===== config.mk =====
export PLATFORM = sky130hd
export DESIGN_NAME = pom_handler
export DESIGN_NICKNAME = d
export VERILOG_FILES = /design/src/hw/pom_handler.v
export VERILOG_INCLUDE_DIRS = /design/src /design/src/inc
export SDC_FILE = /design/constraint.sdc
export NUM_CORES = 1
export LEC_CHECK = 0
export ABC_AREA = 1
export BUFFER_PORTS_ARGS = -buffer_cell sky130_fd_sc_hd__buf_2
export CORE_MARGIN = 10
export CORE_UTILIZATION = 50
export CTS_CLUSTER_DIAMETER = 120
export CTS_CLUSTER_SIZE = 16
export DETAILED_ROUTE_END_ITERATION = 10
export GPL_ROUTABILITY_DRIVEN = 0
export GPL_TIMING_DRIVEN = 1
export PLACE_DENSITY = 0.75
export SYNTH_ARGS = -nofsm -noshare
export SYNTH_HDL_FRONTEND = slang
export SYNTH_SLANG_ARGS = --single-unit

===== constraint.sdc =====
create_clock -name clk_i -period 3.2 [get_ports clk_i]
set_input_delay 0.64 -clock clk_i [delete_from_list [all_inputs] [get_ports clk_i]]
set_output_delay 0.64 -clock clk_i [all_outputs]
set_load 0.02 [all_outputs]

===== src/inc/pom_regs.vh =====
`ifndef POM_REGS_VH
`define POM_REGS_VH

// ----------------------------------------------------------------
// Register byte offsets
// ----------------------------------------------------------------
`define POM_CTRL_OFS       8'h00
`define POM_STAT_OFS       8'h04
`define POM_PATH_OFS       8'h08
`define POM_DATA_OFS       8'h0c
`define POM_RSP_OFS        8'h10

// ----------------------------------------------------------------
// Field positions
// ----------------------------------------------------------------
`define POM_CTRL_GO        0
`define POM_STAT_BUSY      0
`define POM_STAT_DONE      1
`define POM_STAT_ERR       2
`define POM_DATA_LEN_LO    16
`define POM_DATA_LEN_HI    17
`define POM_RSP_DATA_LO    16

// ----------------------------------------------------------------
// Reset values
// ----------------------------------------------------------------
`define POM_PATH_RST       32'h0000_0000
`define POM_DATA_RST       18'h0_0000
`define POM_RSP_RST        24'h00_0000

// ----------------------------------------------------------------
// Object and service codes
// ----------------------------------------------------------------
`define POM_CLASS          8'h64
`define POM_SVC_READ       8'h0e
`define POM_SVC_WRITE      8'h10
`define POM_SVC_ERR        8'h94
`define POM_SVC_REPLY      8'h80
`define POM_REV_INST       8'h00
`define POM_REV_ATTR       8'h01
`define POM_REV_VALUE      16'h0001
`define POM_ATTR_MAX       8'h63
`define POM_WORD_LEN       2'h2

// ----------------------------------------------------------------
// General and additional error codes
// ----------------------------------------------------------------
`define POM_GE_SERVICE     8'h08
`define POM_GE_RDONLY      8'h0e
`define POM_GE_SHORT       8'h13
`define POM_GE_NOATTR      8'h14
`define POM_GE_LONG        8'h15
`define POM_GE_NOOBJ       8'h16
`define POM_GE_VENDOR      8'h1f
`define POM_GE_PARAM       8'h20
`define POM_AE_NONE        8'hff
`define POM_AE_NOCODE_WR   8'h02
`define POM_AE_CODE_RO     8'h03
`define POM_AE_RUN_LOCK    8'h06
`define POM_AE_X_LOCK      8'h07
`define POM_AE_RANGE       8'h08
`define POM_AE_WR_BUSY     8'h0f
`define POM_AE_NOCODE_RD   8'h21

// ----------------------------------------------------------------
// Store write result
// ----------------------------------------------------------------
`define POM_RES_OK         2'h0
`define POM_RES_RANGE      2'h1
`define POM_RES_PARAM      2'h2

`endif


===== src/hw/pom_handler.v =====
// Overview of operation
// - Object class 0x64; instance picks parameter group, attribute picks code number.
// - Instance 00 attribute 01 reads revision word 0x0001, read-only.
// - Instance 02 holds command group, attributes 1-99, read and write words.
// - Instance 03 holds monitor group, attributes 1-99, read-only words.
// - Instances 04-09 hold six drive groups, attributes 1-99, read and write.
// - Instance 0x0A holds option-card group, attributes 1-99, read and write.
// - Instances 0x0E and 0x0F hold two more drive groups, read and write.
// - Instances 0x10-0x12 hold three monitor groups, read-only words.
// - Every parameter attribute carries one full 16-bit word, 0 to 0xFFFF.
// - Erroneous request answered with service 0x94 and error code as data.
// - Error code is general byte then additional byte; 0xFF when none.
// - Read is service 0x0E, write 0x10; any other gets general 0x08.
// - Write to write-protected attribute answered with general code 0x0E.
// - One byte to word gives 0x13; too much data gives 0x15.
// - Missing attribute gives 0x14; missing object class gives 0x16.
// - Undefined code: write gives 0x1F/0x02, read gives 0x1F/0x21.
// - Write to read-only code gives 0x1F/0x03.
// - Code locked while running gives 0x1F/0x06; locked by terminal 0x1F/0x07.
// - Write out of code's permitted range gives 0x1F/0x08.
// - Write to code still being written gives 0x1F/0x0F; master retries later.
// - Write outside attribute's valid range gives 0x20/0xFF.
//
// The Wishbone slave port and the address map are this design's own decisions.
`timescale 1ns/10ps
`include "pom_regs.vh"

module pom_handler (
    // Clock and reset
    input  wire        clk_i,
    input  wire        rst_i,
    // Wishbone slave
    input  wire        wb_cyc_i,
    input  wire        wb_stb_i,
    input  wire        wb_we_i,
    input  wire [7:0]  wb_adr_i,
    input  wire [3:0]  wb_sel_i,
    input  wire [31:0] wb_dat_i,
    output reg  [31:0] wb_dat_o,
    output reg         wb_ack_o,
    // Drive state pins
    input  wire        drive_run_i,
    input  wire        xterm_on_i,
    // Parameter store request
    output wire [4:0]  store_grp_o,
    output wire [6:0]  store_code_o,
    output reg         store_we_o,
    output wire [15:0] store_wdata_o,
    output wire        store_req_o,
    // Parameter store answer
    input  wire [15:0] store_rdata_i,
    input  wire        store_ack_i,
    input  wire [1:0]  store_res_i,
    // Parameter store code attributes
    input  wire        code_def_i,
    input  wire        code_ro_i,
    input  wire        code_lock_run_i,
    input  wire        code_lock_x_i,
    input  wire        code_busy_i
);

    // ------------------------------------------------------------
    // States
    // ------------------------------------------------------------
    localparam ST_IDLE   = 2'b00;
    localparam ST_CHECK  = 2'b01;
    localparam ST_ACCESS = 2'b10;

    // ------------------------------------------------------------
    // Functions
    // ------------------------------------------------------------
    function [31:0] merge_bytes;
        input [31:0] old_val;
        input [31:0] new_val;
        input [3:0]  sel;
        integer      i;
        begin
            merge_bytes = old_val;
            for (i = 0; i < 4; i = i + 1) begin
                if (sel[i]) begin
                    merge_bytes[i*8 +: 8] = new_val[i*8 +: 8];
                end
            end
        end
    endfunction

    function group_exists;
        input [7:0] inst;
        begin
            case (inst)
                8'h02, 8'h03, 8'h04, 8'h05, 8'h06, 8'h07, 8'h08, 8'h09,
                8'h0a, 8'h0e, 8'h0f, 8'h10, 8'h11, 8'h12: group_exists = 1'b1;
                default: group_exists = 1'b0;
            endcase
        end
    endfunction

    function group_read_only;
        input [7:0] inst;
        begin
            case (inst)
                8'h03, 8'h10, 8'h11, 8'h12: group_read_only = 1'b1;
                default: group_read_only = 1'b0;
            endcase
        end
    endfunction

    // ------------------------------------------------------------
    // Declarations
    // ------------------------------------------------------------
    reg  [1:0]  state;
    reg  [1:0]  next_state;
    reg  [31:0] req_path;
    reg  [17:0] req_data;
    reg  [7:0]  rsp_svc;
    reg  [15:0] rsp_val;
    reg         done;
    reg         rsp_err;
    reg         run_meta;
    reg         run_sync;
    reg         xterm_meta;
    reg         xterm_sync;
    reg         chk_err;
    reg  [7:0]  chk_gen;
    reg  [7:0]  chk_add;
    reg         end_ok;
    reg         end_err;
    reg  [15:0] end_val;
    reg  [7:0]  end_gen;
    reg  [7:0]  end_add;

    wire        bus_req;
    wire        bus_wr;
    wire        busy;
    wire        go;
    wire        clr_done;
    wire [7:0]  req_svc;
    wire [7:0]  req_class;
    wire [7:0]  req_inst;
    wire [7:0]  req_attr;
    wire [1:0]  req_len;
    wire        is_write;
    wire        is_rev;
    wire [31:0] data_merged;

    assign bus_req   = wb_cyc_i & wb_stb_i & ~wb_ack_o;
    assign bus_wr    = bus_req & wb_we_i;
    assign busy      = (state != ST_IDLE);
    assign go        = bus_wr & (wb_adr_i == `POM_CTRL_OFS) & wb_sel_i[0]
                       & wb_dat_i[`POM_CTRL_GO] & ~busy;
    assign clr_done  = bus_wr & (wb_adr_i == `POM_STAT_OFS) & wb_sel_i[0]
                       & wb_dat_i[`POM_STAT_DONE];
    assign req_svc   = req_path[7:0];
    assign req_class = req_path[15:8];
    assign req_inst  = req_path[23:16];
    assign req_attr  = req_path[31:24];
    assign req_len   = req_data[`POM_DATA_LEN_HI:`POM_DATA_LEN_LO];
    assign is_write  = (req_svc == `POM_SVC_WRITE);
    assign is_rev    = (req_inst == `POM_REV_INST) & (req_attr == `POM_REV_ATTR);
    assign data_merged = merge_bytes({14'h0000, req_data}, wb_dat_i, wb_sel_i);

    // ------------------------------------------------------------
    // Store side
    // ------------------------------------------------------------
    assign store_grp_o   = req_inst[4:0];
    assign store_code_o  = req_attr[6:0];
    assign store_wdata_o = req_data[15:0];
    assign store_req_o   = (state == ST_ACCESS);

    // ------------------------------------------------------------
    // Drive state synchronisers
    // ------------------------------------------------------------
    always @(posedge clk_i) begin
        if (rst_i) begin
            run_meta   <= 1'b0;
            run_sync   <= 1'b0;
            xterm_meta <= 1'b0;
            xterm_sync <= 1'b0;
        end else begin
            run_meta   <= drive_run_i;
            run_sync   <= run_meta;
            xterm_meta <= xterm_on_i;
            xterm_sync <= xterm_meta;
        end
    end

    // ------------------------------------------------------------
    // Request check
    // ------------------------------------------------------------
    always @* begin
        chk_err = 1'b1;
        chk_add = `POM_AE_NONE;
        chk_gen = `POM_GE_SERVICE;
        if (req_svc != `POM_SVC_READ && !is_write) begin
            chk_gen = `POM_GE_SERVICE;
        end else if (req_class != `POM_CLASS) begin
            chk_gen = `POM_GE_NOOBJ;
        end else if (is_rev) begin
            chk_gen = `POM_GE_RDONLY;
            chk_err = is_write;
        end else if (!group_exists(req_inst) || req_attr == 8'h00
                     || req_attr > `POM_ATTR_MAX) begin
            chk_gen = `POM_GE_NOATTR;
        end else if (is_write && req_len < `POM_WORD_LEN) begin
            chk_gen = `POM_GE_SHORT;
        end else if (is_write && req_len > `POM_WORD_LEN) begin
            chk_gen = `POM_GE_LONG;
        end else if (is_write && group_read_only(req_inst)) begin
            chk_gen = `POM_GE_RDONLY;
        end else if (!code_def_i) begin
            chk_gen = `POM_GE_VENDOR;
            chk_add = is_write ? `POM_AE_NOCODE_WR : `POM_AE_NOCODE_RD;
        end else if (is_write && code_ro_i) begin
            chk_gen = `POM_GE_VENDOR;
            chk_add = `POM_AE_CODE_RO;
        end else if (is_write && code_lock_run_i && run_sync) begin
            chk_gen = `POM_GE_VENDOR;
            chk_add = `POM_AE_RUN_LOCK;
        end else if (is_write && code_lock_x_i && xterm_sync) begin
            chk_gen = `POM_GE_VENDOR;
            chk_add = `POM_AE_X_LOCK;
        end else if (is_write && code_busy_i) begin
            chk_gen = `POM_GE_VENDOR;
            chk_add = `POM_AE_WR_BUSY;
        end else begin
            chk_err = 1'b0;
        end
    end

    // ------------------------------------------------------------
    // Sequencer
    // ------------------------------------------------------------
    always @* begin
        next_state = state;
        end_ok     = 1'b0;
        end_err    = 1'b0;
        end_val    = 16'h0000;
        end_gen    = chk_gen;
        end_add    = chk_add;
        case (state)
            ST_IDLE: begin
                if (go) begin
                    next_state = ST_CHECK;
                end
            end
            ST_CHECK: begin
                if (chk_err) begin
                    end_err    = 1'b1;
                    next_state = ST_IDLE;
                end else if (is_rev) begin
                    end_ok     = 1'b1;
                    end_val    = `POM_REV_VALUE;
                    next_state = ST_IDLE;
                end else begin
                    next_state = ST_ACCESS;
                end
            end
            ST_ACCESS: begin
                if (store_ack_i) begin
                    next_state = ST_IDLE;
                    end_add    = `POM_AE_NONE;
                    if (!store_we_o || store_res_i == `POM_RES_OK) begin
                        end_ok  = 1'b1;
                        end_val = store_we_o ? 16'h0000 : store_rdata_i;
                    end else if (store_res_i == `POM_RES_RANGE) begin
                        end_err = 1'b1;
                        end_gen = `POM_GE_VENDOR;
                        end_add = `POM_AE_RANGE;
                    end else begin
                        end_err = 1'b1;
                        end_gen = `POM_GE_PARAM;
                    end
                end
            end
            default: begin
                next_state = ST_IDLE;
            end
        endcase
    end

    // ------------------------------------------------------------
    // Request, response and status registers
    // ------------------------------------------------------------
    always @(posedge clk_i) begin
        if (rst_i) begin
            state      <= ST_IDLE;
            req_path   <= `POM_PATH_RST;
            req_data   <= `POM_DATA_RST;
            {rsp_val, rsp_svc} <= `POM_RSP_RST;
            done       <= 1'b0;
            rsp_err    <= 1'b0;
            store_we_o <= 1'b0;
        end else begin
            state <= next_state;
            if (bus_wr && !busy && wb_adr_i == `POM_PATH_OFS) begin
                req_path <= merge_bytes(req_path, wb_dat_i, wb_sel_i);
            end
            if (bus_wr && !busy && wb_adr_i == `POM_DATA_OFS) begin
                req_data <= data_merged[17:0];
            end
            if (go) begin
                store_we_o <= (wb_dat_i[`POM_CTRL_GO]) & is_write;
            end
            if (end_ok) begin
                rsp_svc <= req_svc | `POM_SVC_REPLY;
                rsp_val <= end_val;
                rsp_err <= 1'b0;
            end else if (end_err) begin
                rsp_svc <= `POM_SVC_ERR;
                rsp_val <= {end_add, end_gen};
                rsp_err <= 1'b1;
            end
            if (end_ok || end_err) begin
                done <= 1'b1;
            end else if (clr_done) begin
                done <= 1'b0;
            end
        end
    end

    // ------------------------------------------------------------
    // Wishbone answer
    // ------------------------------------------------------------
    always @(posedge clk_i) begin
        if (rst_i) begin
            wb_ack_o <= 1'b0;
            wb_dat_o <= 32'h0000_0000;
        end else begin
            wb_ack_o <= bus_req;
            wb_dat_o <= 32'h0000_0000;
            if (bus_req && !wb_we_i) begin
                case (wb_adr_i)
                    `POM_STAT_OFS: wb_dat_o <= {29'h0000_0000, rsp_err, done, busy};
                    `POM_PATH_OFS: wb_dat_o <= req_path;
                    `POM_DATA_OFS: wb_dat_o <= {14'h0000, req_data};
                    `POM_RSP_OFS:  wb_dat_o <= {rsp_val, 8'h00, rsp_svc};
                    default:       wb_dat_o <= 32'h0000_0000;
                endcase
            end
        end
    end

endmodule


==> summary.md <==
| Metric | Value |
|---|---|
| Status | finished, final reports clean |
| Worst-path cell chain | inv_1, ha_1, inv_1, nor2_1, nand3_1, o21ai_0, a21oi_1 |
| Mean post-synth cell area | 7.212 um^2 |
| Syn nets | 874 |
| CP max-delay cell | nand3_1 |
| CTS tree | yes |
| Initial antenna violation count | 0 |
| First-pass GRT wire length | 27.12 mm |
| Most frequent cells in the layout | nand2_1 (189), buf_2 (137), dfxtp_1 (117) |
| CORE AREA | 11,320 um^2 |
| Layout area overhead | 19.66% |
| Yosys reg bits | 117 |
| Cell accounting for the most synthesized area | dfxtp_1 |
| Synth Cell Area | 5741 um^2 |
| Final setup viols | 0 |
| CTS H-tree lvls | 4 |
| F_max | 0.4128 GHz |
| CTS sink count | 117 |
| Worst Path Required | 3.48 ns |
| Worst-path maximum fanout | 16 |
| Cts-stage hold buffer count | 0 |
| Initial Util | 0.5071 |
| Reg-to-reg slack, setup | 0.78 ns |
| WL/cell | 16.04 um |
| Gr usage total | 0.2051 |
| Worst path arrival time | 2.70 ns |
| Synth area leaders | dfxtp_1 (41%), nand2_1 (12%), a21oi_1 (7.5%) |
| Rel. slew slack | 0.5101 |
| Final setup skew | 0.01036 ns |
| Register area share after synthesis | 0.4080 |
| Post-synth ARST share | 0 |
| Largest stage delay, worst path | 0.55 ns |
| EDFF count, synth | 0 |
| Clock latency on the worst-skew pair | 0.42 ns |
| Worst vdd ir | 0.3689 mV |
| Remaining antenna violation count | 0 |
| DRT met1 WL | 6.723 mm |
| Via count | 5,579 |
| PortBufs | 137 |
| Synth top area share | 0.4080 |
| Max Buffers Root-to-Sink | 2 |
| Layout Cells excl Fill | 1,056 |
| Total I/O pin count | 138 |
| Met3 routed WL | 1.423 mm |
| RSZ-0062 raised after global routing | false |
| Final Hold Viols | 0 |
| Post-CTS sizing | 0 |
| Pleak | 3.031 nW |
| Worst path top cell family by delay | simple AND/OR/NAND/NOR gates |
| Setup TNS | 0 ns |
| Drt first pass iters | 5 |
| CTS Root Cell | clkbuf_16 |
| Drt drc | 0 |
| Share of layout cells above drive strength 1 | 0.2618 |
| Chip height | 127.2 um |
| Row cnt | 39 |
| Detailed route wirelength on metal2 | 8.348 mm |
| Number of clock buffers inserted by TritonCTS | 17 |
| Die footprint | 16,170 um^2 |
| Max Used Layer | met4 |
| Largest net degree at the start of global routing | 45 |
| Primary flip-flop cell chosen by synthesis mapping | dfxtp_1 |
| Total Wirelength | 16.94 mm |
| Max Slew Vio Count | 0 |
| Crit Path Class | reg2reg |
| Critical path buffers and inverters | 2 |
| Worst-path clk slew | 0.05 ns |
| Most frequent CP cell | inv_1 |
| Vias in the first global route | 5,420 |
| Fin crit share | 0.7570 |
| Placed Instances | 1,024 |
| Final nets | 978 |
| CP startpoint kind | flop |
| Max-Cap Viols | 0 |
| GR Overflow Total | 0 |
| Crit end category | flop |
| Synth Instances | 796 |
| Via/cell ratio | 5.283 |
| Synth warn | 0 |
| Min Tclk post-route | 2.423 ns |
| Die W | 127.2 um |
| Starting DRC count in detailed routing | 556 |
| Post-CTS setup buffers | 0 |
| Yosys cell types | 44 |
| Commonest non-fill, non-tap cell in the layout | nand2_1 |
| Power Density | 570.1 nW/um^2 |
| DP Wirelength | 12.34 mm |
| Worst hold path class | reg2reg |
| Antenna Cells | 0 |
| Worst slew pin tran | 0.7331 ns |
[layout make-up]
class / instances / area (um^2)
clock inverter: 10 / 118.9
tap: 143 / 178.9
sequential: 117 / 2342
clock buffer: 22 / 484.2
multi-input combinational: 531 / 2676
fill: 1036 / 4452
timing repair buffer: 143 / 730.7
inverter: 90 / 337.8
[worst reg2reg max path, stage by stage, from the launching register on]
cell and delay (ns):
dfxtp_1 0.32, inv_1 0.08, ha_1 0.27, inv_1 0.13, nor2_1 0.50, nand3_1 0.55, o21ai_0 0.37, a21oi_1 0.06
[layer usage]
layer | global-route usage | up-vias
met2 | 0.3430 | 256
met4 | 0.08774 | 0
met3 | 0.05004 | 34
li1 | - | 2744
met1 | 0.2454 | 2545
met5 | 0 | -
[through the flow]
stage               hold slack [ns]  power, mW  utilization  worst slack, ns  area (um^2)
floorplan                    0.3883      1.904            -            1.109         5741
global placement             0.3886      2.008       0.5535           0.4978         6266
detailed placement           0.3924      2.014       0.5535           0.4324         6266
CTS                          0.3999      3.924       0.6068           0.7854         6869
global route                 0.4244      4.043       0.6068           0.5616         6869
finish                       0.3992      3.916       0.6068           0.7775         6869
[sequential cells by signal, summed over array words and instances (netlist names), 2 cells and up, named ones only]
| name | cells |
|---|---|
| req_path | 32 |
| state | 2 |
| rsp_val | 16 |
| wb_dat_o | 32 |
| rsp_svc | 8 |
| req_data | 18 |
[where the power goes]
group | leakage (nW) | switching, mW | internal (mW)
Sequential | 0.944 | 0.0376 | 1.52
Combinational | 1.80 | 0.280 | 0.157
Clock | 0.289 | 0.693 | 1.23
[cells by family (layout without fill, tap and decap cells)]
logic type      after synthesis  after routing  share of synthesized area
mux                           1              1                   0.001744
flops                       117            117                     0.4080
compound gates              158            158                     0.1528
buf+inv                     148            265                     0.1258
xor+xnor                      2              2                   0.003052
simple gates                367            367                     0.3021
fa+ha+maj                     3              3                   0.006539
[worst paths after layout]
path / startpoint / end / cells past startpoint
max: state[0]$_SDFFE_PP0P_ / req_path[29]$_SDFFE_PP0P_ / 7
min: run_meta$_SDFF_PP0_ / run_sync$_SDFF_PP0_ / 2
max reg2reg: state[0]$_SDFFE_PP0P_ / req_path[29]$_SDFFE_PP0P_ / 7
min reg2reg: run_meta$_SDFF_PP0_ / run_sync$_SDFF_PP0_ / 2
[synthesized netlist by cell type (all sizes together), types with 2 or more instances]
master and number:
buf 41, nor2 82, nand4 9, a21oi 93
nand3b 6, inv 89, o21ai 49, or2 3
a221oi 6, o21bai 2, nand3 49, nor3 3
clkbuf 17, nand2 212, ha 3, dfxtp 117
o22ai 3
Note: power is estimated with default switching activity, not from simulation.
